--- src/slp_pkg.sv ---
// Shared constants and types of the status indicator sequencer.
// Assumes a single 10 MHz system clock; no module or process lives here.
package slp_pkg;

	// ********************************************************************
	// Time base
	// ********************************************************************
	localparam int CLK_HZ       = 10_000_000;
	localparam int TICK_US      = 1000;
	localparam int MS_CYCLES    = CLK_HZ / 1_000_000 * TICK_US;
	localparam int MS_W         = 14;

	// ********************************************************************
	// Pattern phase lengths in milliseconds
	// ********************************************************************
	localparam int DUR_W        = 10;
	localparam logic [DUR_W-1:0] T_FLASH_MS   = 10'd200;
	localparam logic [DUR_W-1:0] T_PAUSE_MS   = 10'd1000;
	localparam logic [DUR_W-1:0] T_TRAFFIC_MS = 10'd50;

	// ********************************************************************
	// Register map, byte addresses
	// ********************************************************************
	localparam logic [7:0] ADR_CTRL   = 8'h00;
	localparam logic [7:0] ADR_STATUS = 8'h04;
	localparam int CTRL_ADAPTER  = 0;
	localparam int CTRL_ENABLE   = 1;
	localparam int CTRL_TO_CLR   = 2;
	localparam logic [1:0] CTRL_RESET = 2'h2;

	// ********************************************************************
	// Slave protocol states
	// ********************************************************************
	localparam logic [1:0] ST_INIT   = 2'h0;
	localparam logic [1:0] ST_PREOP  = 2'h1;
	localparam logic [1:0] ST_SAFEOP = 2'h2;
	localparam logic [1:0] ST_OP     = 2'h3;

	typedef enum logic [2:0] {
		PAT_OFF,
		PAT_ON,
		PAT_BLINK,
		PAT_BLINK_INV,
		PAT_SFLASH,
		PAT_DFLASH
	} slp_pat_e;

endpackage

--- src/slp_pattern.sv ---
// One indicator pattern generator driven by a millisecond tick.
// Assumes the tick is a one-cycle pulse on the same clock.
`timescale 1ns/1ns
module slp_pattern
(
	input  wire logic             i_mclk,
	input  wire logic             i_sys_rst,
	input  wire logic             i_tick_ms,
	input  slp_pkg::slp_pat_e     i_pat,
	output logic                  o_lit
);
	slp_pkg::slp_pat_e            pat_q;
	logic [1:0]                   step_q;
	logic [1:0]                   step_d;
	logic [slp_pkg::DUR_W-1:0]    cnt_q;
	logic [slp_pkg::DUR_W-1:0]    cnt_d;
	logic [slp_pkg::DUR_W-1:0]    dur;
	logic [1:0]                   nxt;
	logic                         lit;
	logic                         lit_q;

	always_comb
	begin
		dur = slp_pkg::T_FLASH_MS;
		nxt = 2'h0;
		lit = 1'b0;
		case (pat_q)
			slp_pkg::PAT_ON:
				lit = 1'b1;
			slp_pkg::PAT_BLINK:
			begin
				lit = (step_q == 2'h0);
				nxt = {1'b0, ~step_q[0]};
			end
			slp_pkg::PAT_BLINK_INV:
			begin
				lit = (step_q == 2'h1);
				nxt = {1'b0, ~step_q[0]};
			end
			slp_pkg::PAT_SFLASH:
			begin
				lit = (step_q == 2'h0);
				nxt = {1'b0, ~step_q[0]};
				if (step_q == 2'h1)
					dur = slp_pkg::T_PAUSE_MS;
			end
			slp_pkg::PAT_DFLASH:
			begin
				lit = ~step_q[0];
				nxt = step_q + 2'h1;
				if (step_q == 2'h3)
					dur = slp_pkg::T_PAUSE_MS;
			end
			default:
				lit = 1'b0;
		endcase

		step_d = step_q;
		cnt_d  = cnt_q;
		if (i_pat != pat_q)
		begin
			// A new pattern always starts with its first phase.
			step_d = 2'h0;
			cnt_d  = '0;
		end
		else if (i_tick_ms)
		begin
			if (cnt_q == dur - 10'd1)
			begin
				cnt_d  = '0;
				step_d = nxt;
			end
			else
				cnt_d = cnt_q + 10'd1;
		end
	end

	always_ff @(posedge i_mclk)
	begin
		if (i_sys_rst)
		begin
			pat_q  <= slp_pkg::PAT_OFF;
			step_q <= 2'h0;
			cnt_q  <= '0;
			lit_q  <= 1'b0;
		end
		else
		begin
			pat_q  <= i_pat;
			step_q <= step_d;
			cnt_q  <= cnt_d;
			lit_q  <= lit;
		end
	end

	assign o_lit = lit_q;
endmodule

--- src/slp_traffic.sv ---
// Activity stretcher for one port: flashes while traffic is seen.
// Assumes i_act is already synchronised to i_mclk.
`timescale 1ns/1ns
module slp_traffic
(
	input  wire logic   i_mclk,
	input  wire logic   i_sys_rst,
	input  wire logic   i_tick_ms,
	input  wire logic   i_act,
	output logic        o_lit,
	output logic        o_busy
);
	logic                       pend_q;
	logic                       pend_d;
	logic                       busy_q;
	logic                       busy_d;
	logic                       lit_q;
	logic                       lit_d;
	logic [slp_pkg::DUR_W-1:0]  cnt_q;
	logic [slp_pkg::DUR_W-1:0]  cnt_d;

	always_comb
	begin
		pend_d = pend_q;
		busy_d = busy_q;
		lit_d  = lit_q;
		cnt_d  = cnt_q;
		if (!busy_q)
		begin
			if (i_act)
			begin
				busy_d = 1'b1;
				lit_d  = 1'b1;
				cnt_d  = '0;
				pend_d = 1'b0;
			end
		end
		else
		begin
			if (i_tick_ms)
			begin
				if (cnt_q == slp_pkg::T_TRAFFIC_MS - 10'd1)
				begin
					cnt_d = '0;
					lit_d = ~lit_q;
					// A flash cycle repeats only if traffic came meanwhile.
					if (!lit_q)
					begin
						busy_d = pend_q;
						lit_d  = pend_q;
						pend_d = 1'b0;
					end
				end
				else
					cnt_d = cnt_q + 10'd1;
			end
			// Traffic seen during a cycle is stretched; set wins.
			if (i_act)
				pend_d = 1'b1;
		end
	end

	always_ff @(posedge i_mclk)
	begin
		if (i_sys_rst)
		begin
			pend_q <= 1'b0;
			busy_q <= 1'b0;
			lit_q  <= 1'b0;
			cnt_q  <= '0;
		end
		else
		begin
			pend_q <= pend_d;
			busy_q <= busy_d;
			lit_q  <= lit_d;
			cnt_q  <= cnt_d;
		end
	end

	assign o_lit  = lit_q;
	assign o_busy = busy_q;
endmodule

--- src/slp_top.sv ---
// Status indicator sequencer: maps protocol state onto duo status and
// per-port link and traffic indicators, with a Wishbone register slave.
// Assumes state inputs come from logic on i_mclk; link and traffic
// inputs come from pins and are synchronised here.
//
// Our own choices: the Wishbone interface to the registers and the register addresses.
`timescale 1ns/1ns
module slp_top
#(
	parameter int P_MS_CYCLES = slp_pkg::MS_CYCLES,
	parameter int P_PORTS     = 2
)
(
	input  wire logic                i_mclk,
	input  wire logic                i_sys_rst,
	// Wishbone classic slave.
	input  wire logic                i_wb_cyc,
	input  wire logic                i_wb_stb,
	input  wire logic                i_wb_we,
	input  wire logic [7:0]          i_wb_adr,
	input  wire logic [31:0]         i_wb_dat,
	input  wire logic [3:0]          i_wb_sel,
	output logic      [31:0]         o_wb_dat,
	output logic                     o_wb_ack,
	// Slave protocol state.
	input  wire logic [1:0]          i_slv_state,
	input  wire logic                i_slv_cfg_err,
	input  wire logic                i_slv_local_err,
	input  wire logic                i_slv_pd_wdog,
	// Adapter protocol state.
	input  wire logic                i_self_test,
	input  wire logic                i_ip_valid,
	input  wire logic                i_conn_est,
	input  wire logic                i_dup_ip,
	input  wire logic                i_conn_timeout,
	input  wire logic                i_conn_restored,
	// Port pins.
	input  wire logic [P_PORTS-1:0]  i_link,
	input  wire logic [P_PORTS-1:0]  i_frame_act,
	// Indicators.
	output logic                     o_stat_green,
	output logic                     o_stat_red,
	output logic      [P_PORTS-1:0]  o_link_green,
	output logic      [P_PORTS-1:0]  o_port_traffic_led
);

	// ********************************************************************
	// Millisecond time base
	// ********************************************************************
	logic [slp_pkg::MS_W-1:0]  ms_cnt_q;
	logic [slp_pkg::MS_W-1:0]  ms_cnt_d;
	logic                      tick_q;
	logic                      tick_d;

	always_comb
	begin
		tick_d   = 1'b0;
		ms_cnt_d = ms_cnt_q + 14'd1;
		if (ms_cnt_q == slp_pkg::MS_W'(P_MS_CYCLES - 1))
		begin
			ms_cnt_d = '0;
			tick_d   = 1'b1;
		end
	end

	always_ff @(posedge i_mclk)
	begin
		if (i_sys_rst)
		begin
			ms_cnt_q <= '0;
			tick_q   <= 1'b0;
		end
		else
		begin
			ms_cnt_q <= ms_cnt_d;
			tick_q   <= tick_d;
		end
	end

	// ********************************************************************
	// Pin synchronisers
	// ********************************************************************
	logic [P_PORTS-1:0]  link_s1_q;
	logic [P_PORTS-1:0]  link_s2_q;
	logic [P_PORTS-1:0]  act_s1_q;
	logic [P_PORTS-1:0]  act_s2_q;

	always_ff @(posedge i_mclk)
	begin
		link_s1_q <= i_link;
		link_s2_q <= link_s1_q;
		act_s1_q  <= i_frame_act;
		act_s2_q  <= act_s1_q;
	end

	// ********************************************************************
	// Register file
	// ********************************************************************
	logic [1:0]   ctrl_q;
	logic [1:0]   ctrl_d;
	logic         ack_q;
	logic         ack_d;
	logic [31:0]  rdat_q;
	logic [31:0]  rdat_d;
	logic         to_clr;
	logic         wr;
	logic [31:0]  status;

	assign wr = i_wb_cyc && i_wb_stb && i_wb_we && !ack_q;

	always_comb
	begin
		ack_d  = i_wb_cyc && i_wb_stb && !ack_q;
		ctrl_d = ctrl_q;
		to_clr = 1'b0;
		rdat_d = '0;
		if (i_wb_adr == slp_pkg::ADR_CTRL)
		begin
			rdat_d[1:0] = ctrl_q;
			if (wr && i_wb_sel[0])
			begin
				ctrl_d = i_wb_dat[1:0];
				to_clr = i_wb_dat[slp_pkg::CTRL_TO_CLR];
			end
		end
		else if (i_wb_adr == slp_pkg::ADR_STATUS)
			rdat_d = status;
	end

	always_ff @(posedge i_mclk)
	begin
		if (i_sys_rst)
		begin
			ctrl_q <= slp_pkg::CTRL_RESET;
			ack_q  <= 1'b0;
			rdat_q <= '0;
		end
		else
		begin
			ctrl_q <= ctrl_d;
			ack_q  <= ack_d;
			rdat_q <= rdat_d;
		end
	end

	// ********************************************************************
	// Connection timeout latch
	// ********************************************************************
	logic  to_q;
	logic  to_d;

	// A new timeout in the same cycle as a clear keeps the latch set.
	always_comb
	begin
		to_d = to_q;
		if (i_conn_restored || to_clr)
			to_d = 1'b0;
		if (i_conn_timeout)
			to_d = 1'b1;
	end

	always_ff @(posedge i_mclk)
	begin
		if (i_sys_rst)
			to_q <= 1'b0;
		else
			to_q <= to_d;
	end

	// ********************************************************************
	// Pattern selection
	// ********************************************************************
	slp_pkg::slp_pat_e  pat_g;
	slp_pkg::slp_pat_e  pat_r;
	logic               adapter;

	assign adapter = ctrl_q[slp_pkg::CTRL_ADAPTER];

	// In slave mode green and red are chosen separately so both may show.
	always_comb
	begin
		pat_g = slp_pkg::PAT_OFF;
		pat_r = slp_pkg::PAT_OFF;
		if (!adapter)
		begin
			case (i_slv_state)
				slp_pkg::ST_PREOP:  pat_g = slp_pkg::PAT_BLINK;
				slp_pkg::ST_SAFEOP: pat_g = slp_pkg::PAT_SFLASH;
				slp_pkg::ST_OP:     pat_g = slp_pkg::PAT_ON;
				default:            pat_g = slp_pkg::PAT_OFF;
			endcase
			if (i_slv_pd_wdog)
				pat_r = slp_pkg::PAT_DFLASH;
			else if (i_slv_local_err)
				pat_r = slp_pkg::PAT_SFLASH;
			else if (i_slv_cfg_err)
				pat_r = slp_pkg::PAT_BLINK;
		end
		else if (i_self_test)
		begin
			pat_g = slp_pkg::PAT_BLINK;
			pat_r = slp_pkg::PAT_BLINK_INV;
		end
		else if (!i_ip_valid)
			pat_r = slp_pkg::PAT_OFF;
		else if (i_dup_ip)
			pat_r = slp_pkg::PAT_ON;
		else if (to_q)
			pat_r = slp_pkg::PAT_BLINK;
		else if (i_conn_est)
			pat_g = slp_pkg::PAT_ON;
		else
			pat_g = slp_pkg::PAT_BLINK;
	end

	logic  g_lit;
	logic  r_lit;

	slp_pattern u_green
	(
		.i_mclk    (i_mclk),
		.i_sys_rst (i_sys_rst),
		.i_tick_ms (tick_q),
		.i_pat     (pat_g),
		.o_lit     (g_lit)
	);

	slp_pattern u_red
	(
		.i_mclk    (i_mclk),
		.i_sys_rst (i_sys_rst),
		.i_tick_ms (tick_q),
		.i_pat     (pat_r),
		.o_lit     (r_lit)
	);

	// ********************************************************************
	// Per-port traffic
	// ********************************************************************
	logic [P_PORTS-1:0]  tr_lit;
	logic [P_PORTS-1:0]  tr_busy;

	for (genvar p = 0; p < P_PORTS; p++)
	begin : g_port
		slp_traffic u_traffic
		(
			.i_mclk    (i_mclk),
			.i_sys_rst (i_sys_rst),
			.i_tick_ms (tick_q),
			.i_act     (act_s2_q[p] & link_s2_q[p]),
			.o_lit     (tr_lit[p]),
			.o_busy    (tr_busy[p])
		);
	end

	// ********************************************************************
	// Output stage
	// ********************************************************************
	logic                en;
	logic                green_q;
	logic                green_d;
	logic                red_q;
	logic                red_d;
	logic [P_PORTS-1:0]  link_q;
	logic [P_PORTS-1:0]  link_d;
	logic [P_PORTS-1:0]  yel_q;
	logic [P_PORTS-1:0]  yel_d;

	assign en = ctrl_q[slp_pkg::CTRL_ENABLE];

	always_comb
	begin
		green_d = en & g_lit;
		red_d   = en & r_lit;
		if (adapter)
		begin
			link_d = link_s2_q;
			yel_d  = tr_lit;
		end
		else
		begin
			// Steady with link, the flash replaces it during traffic.
			link_d = link_s2_q & (~tr_busy | tr_lit);
			yel_d  = '0;
		end
		if (!en)
		begin
			link_d = '0;
			yel_d  = '0;
		end
	end

	always_ff @(posedge i_mclk)
	begin
		if (i_sys_rst)
		begin
			green_q <= 1'b0;
			red_q   <= 1'b0;
			link_q  <= '0;
			yel_q   <= '0;
		end
		else
		begin
			green_q <= green_d;
			red_q   <= red_d;
			link_q  <= link_d;
			yel_q   <= yel_d;
		end
	end

	assign status = {10'h0, link_s2_q[1:0], yel_q[1:0], link_q[1:0], 5'h0,
		pat_r, 1'b0, pat_g, 1'b0, to_q, red_q, green_q};

	assign o_wb_dat           = rdat_q;
	assign o_wb_ack           = ack_q;
	assign o_stat_green       = green_q;
	assign o_stat_red         = red_q;
	assign o_link_green       = link_q;
	assign o_port_traffic_led = yel_q;
endmodule

--- config.mk ---
export PLATFORM = sky130hd
export DESIGN_NAME = slp_top
export DESIGN_NICKNAME = d
export VERILOG_FILES = /design/src/slp_pkg.sv /design/src/slp_pattern.sv /design/src/slp_traffic.sv /design/src/slp_top.sv
export SDC_FILE = /design/constraint.sdc
export NUM_CORES = 1
export LEC_CHECK = 0
export BUFFER_PORTS_ARGS = -buffer_cell sky130_fd_sc_hd__buf_4
export CORE_ASPECT_RATIO = 0.8
export CORE_UTILIZATION = 36
export CTS_CLUSTER_SIZE = 10
export DETAILED_ROUTE_END_ITERATION = 8
export SLEW_MARGIN = 10
export SYNTH_ARGS = -nofsm -noshare
export SYNTH_HDL_FRONTEND = slang
export SYNTH_SLANG_ARGS = --single-unit
--- constraint.sdc ---
create_clock -name i_mclk -period 4.9 [get_ports i_mclk]
set_clock_uncertainty 0.1 [all_clocks]
set_input_delay 0.245 -clock i_mclk [delete_from_list [all_inputs] [get_ports i_mclk]]
set_output_delay 0.245 -clock i_mclk [all_outputs]
set_load 0.02 [all_outputs]
# ---- Word-level counts from Yosys, hierarchy flattened
# Cells that the tools add are included.
dict set report word_totals {
  elab_cells 198
  inputBits 64
  output_inout_bits 39
  register_bits 123
  mem_bits_ro 0
  latchBits 0
  memories 0
  ram_bits 0
}
dict set report op_classes {
  multipliers 0
  addsub 9
  bitwise_logic 14
  div_mod_pow 0
  muxes 75
  shifts 0
  reduce_logical 37
  n_lt_le_gt_ge 0
  eq_ne 31
}
# cell count
set ops {}
lappend ops {{$mux W10} 14}
lappend ops {{$add A10 B1 Y10 const B} 4}
lappend ops {{$pmux W10 S2} 2}
lappend ops {{$mux W1} 37}
lappend ops {{$mux W2} 13}
lappend ops {{$eq A10 B10 Y1} 2}
lappend ops {{$eq A10 B6 Y1 const B} 2}
lappend ops {{$sub A10 B1 Y10 const B} 2}
lappend ops {{$add A14 B1 Y14 const B} 1}
lappend ops {{$eq A14 B14 Y1 const B} 1}
lappend ops {{$reduce_bool A2 Y1} 7}
lappend ops {{$reduce_or A2 Y1} 7}
lappend ops {{$eq A3 B2 Y1 const B} 4}
lappend ops {{$eq A3 B3 Y1 const B} 4}
lappend ops {{$mux W3} 4}
lappend ops {{$reduce_or A3 Y1} 4}
lappend ops {{$reduce_and A2 Y1} 5}
lappend ops {{$pmux W3 S3} 1}
lappend ops {{$eq A2 B2 Y1 const B} 4}
lappend ops {{$eq A8 B3 Y1 const B} 1}
lappend ops {{$logic_not A8 Y1} 1}
lappend ops {{$ne A2 B2 Y1 const B} 4}
lappend ops {{$pmux W1 S4} 2}
lappend ops {{$pmux W2 S2} 2}
lappend ops {{other kinds (16)} 38}

# ---- Logic depth before layout (Yosys ltp)
# Gate-level depths: netlist (run 1).
dict set report depth {
  depth_word 9
  mapped_depth 8
}

# ---- Cells and area by module
# A second synthesis (run 1) with hierarchy kept.
dict set report unflattened {
  cells_unflattened 515
  hier_area_um2 4782.1
}
# mod instances cells_each area_per_inst_um2
set modules_own_cells {}
lappend modules_own_cells {slp_top 1 185 1821.7}
lappend modules_own_cells {slp_pattern 2 90 834.6}
lappend modules_own_cells {slp_traffic 2 75 645.6}

# ---- Worst setup path after synthesis (run 1)
# No wires, ideal clock.
dict set report synth_timing {
  path_type {reg2reg}
  start {register g_port[1].u_traffic.cnt_q[0] (netlist name)}
  end {register g_port[1].u_traffic.lit_q}
  synth_period_minus_slack_ns 2.100
  setup_ns 0.070
  t_required_ns 4.730
  n_path_buf 0
  path_stages_with_launch 6
  arrival_time_ns 1.930
  setup_slack_ns 2.800
  cell_sequence {dfxtp_1 ha_1 or4b_4 or4_4 or3b_1 a21oi_1}
}
dict set report synth_between {
  elab_chain_cells 3
}
# element line_no
set synth_lines {}
lappend synth_lines {{from (decl)} slp_traffic.sv:19} ;# logic [slp_pkg::DUR_W-1:0] cnt_q;
lappend synth_lines {{from (signal assigned)} slp_traffic.sv:77} ;# cnt_q <= cnt_d;
lappend synth_lines {{$eq A10 B6 Y1} slp_traffic.sv:42} ;# if (cnt_q == slp_pkg::T_TRAFFIC_MS - 10'd1)
lappend synth_lines {{$ne A2 B2 Y1 (no line)} n/a}
lappend synth_lines {{$reduce_and A3 Y1 (no line)} n/a}
lappend synth_lines {{to (signal assigned)} slp_traffic.sv:76} ;# lit_q <= lit_d;
lappend synth_lines {{to (decl)} slp_traffic.sv:17} ;# logic lit_q;
# Every way passes these cells.
# A chain may end at the register's enable or synchronous reset.

# ---- Final worst setup path (run 1)
dict set report layout_timing {
  start {register tick_q}
  end {register u_green.step_q[0]}
}
dict set report layout_between {
  elab_chain_cells 1
}
# element line_no
set layout_lines {}
lappend layout_lines {{from (decl)} slp_top.sv:52} ;# logic tick_q;
lappend layout_lines {{from (signal assigned)} slp_top.sv:76} ;# tick_q <= tick_d;
lappend layout_lines {{$reduce_and A2 Y1 (no line)} n/a}
lappend layout_lines {{to (signal assigned)} slp_pattern.sv:90} ;# step_q <= step_d;
lappend layout_lines {{to (decl)} slp_pattern.sv:13} ;# logic [1:0] step_q;
# Every way passes these cells.

==> results.toml, run 1 <==
[clocking]
cts_sinks = 106
postCtsHoldBufs = 4
cts_buffer_depth = 2
cts.reportedPaths.clkPinSlew_ns = 0.07
post_cts_resized = 0
cts_made_buffers = 9
cts_setup_buffers = 0
cts_tree = "done"
clock_latency_ns = 0.34
cts-root-buf = "clkbuf_16"
htreeDepth = 3

[setup_path]
reg2reg_from = "tick_q"
reg2reg_depth = 5
crit_type = "flip-flop to flip-flop"
cp-end-kind = "flip-flop"
startpoint = "tick_q"
critPathCapture = "u_green.step_q[0]"
r2r_slack_ns = 2.40
start_kind = "flip-flop"
required_ns = 5.08
cp.arrival_ns = 2.68
reg2reg_to = "u_green.step_q[0]"
critPathMaxFanout = 19

[power_and_ir_drop]
p_comb_share_pct = 5.5
power_density_nw_per_um2 = 319
p_int_mw = 1.37
peakVddDrop_uv = 163
power.switching_mw = 0.384
pwr-share-clk_pct = 43.6
leakagePower_nw = 2.05
p_sw_share_pct = 21.9
seq_power_share_pct = 50.9

[run_status]
status = "finished clean"

[floorplanning]
die_w_um = 129
ios = 103
die_h_um = 104
core_area_um2 = 12400
dieArea_um2 = 13400
initial_core_util_pct = 37.6
num_rows = 36

[run]
maxCapViolations = 0

[synthesis]
synthArstFlopShare_pct = 0
ys_seq_area_share_pct = 45.4
netlist.area_leader.share_pct = 45.4
post_synth.cell_area_avg_um2 = 8.67
synth_warnings = 0
synth-seq-cells = 106
syn_inst = 539
synthFlopType = "dfxtp_1"
synth-edff-count = 0
synth_top_area_cell = "dfxtp_1"
yosysUniqueCellTypes = 57
synth.area.top_cells = "dfxtp_1 45%, nor2_1 6.7%, xor2_1 4.1%, nand2_1 4.1%, xnor2_1 3.6%"
syn-cell-area_um2 = 4670

[timing]
rsz0062_at_grt = "no"
period_share_pct = 51.1
relSlewSlack_pct = 52.7
finalHoldViolCount = 0
worstMarginPinSlew_ns = 0.709
fin_crit_ns = 2.50
finalSetupTns_ns = 0
hold_ws_ns = 0.0340
max_clock_freq_ghz = 0.400
finalMaxSlewViolations = 0
setup_viol_count_final = 0

[grt]
grt.total_usage_pct = 14.7
grt_max_degree = 42
grt_pass1_wl_mm = 15.8
grt_pass1_vias = 3430
antenna_found_initial = 0
gr-total-overflow = 0

[detailed_routing]
num_vias = 3696
drt_wl_total_mm = 9.43
drt-vias-per-instance = 4.82
drt_iter0_markers = 166
dr.pass1.iters = 5
drc = 0
wl_per_cell_um = 12.3
ant_nets = 0

[placement]
place_hpwl_mm = 6.72
portBuffers = 53
gp_congestion = 0.793
placed_cell_area_um2 = 5130

[finish]
drive_gt1_share_pct = 12.6
n_antenna_cell = 0
fin_area_um2 = 5490
area_growth_pct = 17.6
nNetsFinal = 668
fillers = 1243

[hold_path]
hold_start = "i_wb_dat[0]"
worstHoldPathType = "input port to flip-flop"
worst min path at each step:
stage                     slack [ns]          end  cells after the start
after floorplan                 0.17  act_s1_q[0]                      0
after global placement          0.22  act_s2_q[0]                      0
after detailed placement        0.21  act_s2_q[0]                      0
after CTS                       0.03    ctrl_q[0]                      3
after global routing            0.03    ctrl_q[0]                      3
final                           0.03    ctrl_q[0]                      3
kinds of logic after synthesis:
kind of cell,Yosys count,share of synthesized area (%)
xor gates and xnor gates,41,7.68
DFF,106,45.4
adders and majority gates,13,3.48
AOI/OAI and AO/OA,78,10.2
muxes,6,1.29
buffers and inverters,50,5.94
other,1,0.0802
and+or+nand+nor,244,25.9
sequential cells by signal, summed over array words and instances (netlist names), 2 cells and up:
name and count:
g_port.u_traffic.o_lit 2, o_link_green 2, ms_cnt_q 14, u_green.cnt_q 10, act_s1_q 2, g_port.u_traffic.o_busy 2
u_green.pat_q 3, ctrl_q 2, o_wb_dat 15, o_port_traffic_led 2, u_red.pat_q 3, u_green.step_q 2
g_port.u_traffic.pend_q 2, g_port.u_traffic.cnt_q 20, u_red.step_q 2, u_red.cnt_q 10, link_s2_q 2, link_s1_q 2
act_s2_q 2
routing by layer:
| metal | GRT usage [%] | wire length [µm] | part of all wire [%] | vias up |
|---|---|---|---|---|
| li1 | - | - | - | 1934 |
| met1 | 19.1 | 4560 | 48 | 1691 |
| met2 | 23.3 | 4380 | 46 | 69 |
| met3 | 4.42 | 458 | 4.9 | 2 |
| met4 | 4.37 | 38 | 0.40 | 0 |
| met5 | 0 | 0 | 0 | - |
cells in the final DEF (no fill, tap or decap), drive strengths merged, types with 5 or more instances in the layout:
| master | instances |
|---|---|
| a21oi | 33 |
| inv | 20 |
| nor3 | 12 |
| a311oi | 8 |
| nand2 | 51 |
| nand3b | 6 |
| clkbuf | 11 |
| xnor2 | 19 |
| nand3 | 20 |
| buf | 53 |
| nand4 | 16 |
| xor2 | 22 |
| o21ai | 15 |
| nor4 | 5 |
| and3 | 14 |
| mux2i | 6 |
| ha | 13 |
| nor2b | 5 |
| dfxtp | 106 |
| conb | 17 |
| nand2b | 7 |
| nor2 | 83 |
cell usage after synthesis (4+ instances only):
cell type,count
nor3_1,12
dfxtp_1,106
nand3b_1,6
nand3_1,20
buf_4,17
nor2_1,83
nand2b_1,7
nand4_1,16
inv_1,18
xnor2_1,19
o21ai_0,14
mux2i_1,6
clkbuf_1,11
nor4_1,5
ha_1,13
nand2_1,51
a21oi_1,33
nor2b_1,5
a31oi_1,4
xor2_1,22
a311oi_1,8
and3_1,14
critical path, stage by stage (launching register included):
cell and delay [ns]:
dfxtp_1 0.78, nand3_1 0.24, nor4_1 0.25, o21ai_0 0.23, or4b_2 0.68, a21oi_1 0.15
per-stage QoR:
stage | utilization (%) | worst slack, ns | cells | power, mW
after floorplan | - | 2.80 | 555 | 0.980
after global placement | 41.3 | 2.43 | 747 | 1.00
after detailed placement | 41.3 | 2.40 | 747 | 1.01
after CTS | 44.2 | 2.39 | 767 | 1.78
after global routing | 44.2 | 2.24 | 767 | 1.83
final | 44.2 | 2.40 | 767 | 1.75
power by group through the flow:
stage	Clock, mW	Combinational, mW	Sequential, mW
global route	0.827	0.109	0.895
floorplan	0	0.0727	0.908
detailed placement	0	0.0947	0.912
global placement	0	0.0934	0.911
finish	0.765	0.0969	0.892
CTS	0.789	0.0978	0.892
final cells by class:
cell class | instances | area [µm²] | share of cell area [%]
multi-input cells | 399 | 2330 | 42.5
repair buffers | 57 | 438 | 7.97
flip-flops and latches | 106 | 2120 | 38.6
clock buffers | 11 | 233 | 4.24
well taps | 171 | 214 | 3.89
clock inverters | 5 | 86.3 | 1.57
inverters | 18 | 67.6 | 1.23
(Power assumes the default switching activity.)
==> run 2, diff against run 1 <==
==> constraint.sdc (replaced) <==
create_clock -name i_mclk -period 2.15 [get_ports i_mclk]
set_clock_uncertainty 0.1 [all_clocks]
set_input_delay 0.1075 -clock i_mclk [delete_from_list [all_inputs] [get_ports i_mclk]]
set_output_delay 0.1075 -clock i_mclk [all_outputs]
set_load 0.02 [all_outputs]
==> run 2 against run 1 <==
  * Register-to-register slack worse by 2.3 ns
  * Wire length grew 5.6%
  * Cell count rose by 3.3%
  * Clock power up 97%
  * Non-clock buffer count is 26 higher
  * Design area increased by 3.7%
  * Sequential cell count unchanged
  * Setup slack worse by 2.3 ns
  * Combinational power grew to 2.6 times the previous value
==> results.toml, run 2 (same netlist as run 1, synthesis figures left out) <==
[run_status]
status = "finished clean"

[detailed_routing]
ant_nets = 0
num_vias = 3845
drt_wl_total_mm = 9.96
dr.pass1.iters = 4
wl_per_cell_um = 12.6
drt-vias-per-instance = 4.85
drt_iter0_markers = 167
drc = 0

[finish]
n_antenna_cell = 0
final_cell_mix = "104 x dfxtp_1, 82 x nor2_1, 70 x buf_4"
regMostFlops = "g_port.u_traffic.cnt_q"
fillers = 1208
nNetsFinal = 694
final_core_util_pct = 45.8
area_growth_pct = 21.9
drive_gt1_share_pct = 15.9
largest_register_ff_count = 20
layout_commonest_cell = "dfxtp_1"

[power_and_ir_drop]
p_sw_share_pct = 22.2
power.switching_mw = 0.840
seq_power_share_pct = 53.6
pwr-share-clk_pct = 39.8
p_int_mw = 2.95
power_density_nw_per_um2 = 666
leakagePower_nw = 2.15
peakVddDrop_uv = 405
p_comb_share_pct = 6.6

[setup_path]
r2r_slack_ns = 0.06
required_ns = 2.33
start_kind = "flip-flop"
cp.arrival_ns = 2.26
critPathMaxFanout = 5
cp-end-kind = "flip-flop"
crit_type = "flip-flop to flip-flop"

[timing]
hold_ws_ns = 0.0194
worstMarginPinSlew_ns = 0.544
finalHoldViolCount = 0
relSlewSlack_pct = 63.7
setup_viol_count_final = 0
max_clock_freq_ghz = 0.479
finalMaxSlewViolations = 0
finalSetupTns_ns = 0
rsz0062_at_grt = "yes"
fin_crit_ns = 2.09
period_share_pct = 97.0

[clocking]
cts_buffer_depth = 2
cts-root-buf = "clkbuf_16"
cts_tree = "done"
cts_sinks = 106
htreeDepth = 3
cts_made_buffers = 9
clock_latency_ns = 0.34
cts.reportedPaths.clkPinSlew_ns = 0.06

[grt]
antenna_found_initial = 0
grt_max_degree = 34
grt.total_usage_pct = 15.5
grt_pass1_vias = 3766
gr-total-overflow = 0
grt_pass1_wl_mm = 16.7

[floorplanning]
initial_core_util_pct = 37.6
ios = 103
die_h_um = 104
num_rows = 36
die_w_um = 129
dieArea_um2 = 13400
core_area_um2 = 12400

[run]
maxCapViolations = 0

[hold_path]
worstHoldPathType = "input port to flip-flop"

[placement]
place_hpwl_mm = 7.21
gp_congestion = 0.850
portBuffers = 53
run 2: cell types whose count changed in the layout (fill, tap and decap cells not counted), sizes merged:
| cell | change |
|---|---|
| buf | +17 |
| dlygate4sd3 | +9 |
| bufinv | -2 |
| clkbuf | +2 |
| inv | -2 |
| clkinvlp | +1 |
run 2: worst paths after layout:
check,from,to,depth (start not counted)
hold / removal,i_wb_adr[2],o_wb_dat[18],2
setup reg to reg,g_port[1].u_traffic.cnt_q[4],g_port[1].u_traffic.o_lit,4
hold reg to reg,link_s1_q[1],link_s2_q[1],0
setup / recovery,g_port[1].u_traffic.cnt_q[4],g_port[1].u_traffic.o_lit,4
run 2: routing by layer:
metal / wire length (µm) / GRT usage, %
met5: 0 / 0
met4: 193 / 5.80
met3: 530 / 3.76
met2: 4530 / 26.1
met1: 4710 / 19.0
run 2: cell type report:
cell class | instances | area (µm²) | area share, %
multi-input combinational | 399 | 2360 | 41.5
sequential | 106 | 2120 | 37.3
timing repair buffer | 83 | 656 | 11.5
clock buffer | 13 | 260 | 4.57
tap | 171 | 214 | 3.76
inverter | 18 | 67.6 | 1.19
clock inverter | 2 | 12.5 | 0.220
run 2: what timing repair did:
action	in CTS	in global routing
endpoints found under the setup margin	1	16
hold endpoints to repair	12	0
pin swaps	1	1
buffers inserted	0	1
hold buffers	13	0
resized for setup	0	9
run 2: critical path, cell delays in order, from the launching register on:
cell	delay [ns]
dfxtp_1	0.40
or3b_2	0.51
or4_4	0.52
or3b_1	0.38
a21oi_2	0.11
run 2: metrics by stage:
step / cell area (µm²) / total power, mW / instances / setup slack [ns]
after floorplan: 4730 / 2.23 / 555 / 0.0503
after global placement: 5260 / 2.30 / 763 / 0.0525
after detailed placement: 5260 / 2.30 / 763 / 0.0134
after CTS: 5660 / 3.86 / 791 / 0.0449
after global routing: 5700 / 3.96 / 792 / -0.0822
final: 5700 / 3.79 / 792 / 0.0640
run 2: power groups by stage:
stage	clock network [mW]	registers, mW	logic [mW]
global route	1.65	2.04	0.275
detailed placement	0	2.08	0.226
CTS	1.58	2.03	0.246
finish	1.51	2.03	0.249
floorplan	0	2.07	0.166
global placement	0	2.08	0.221
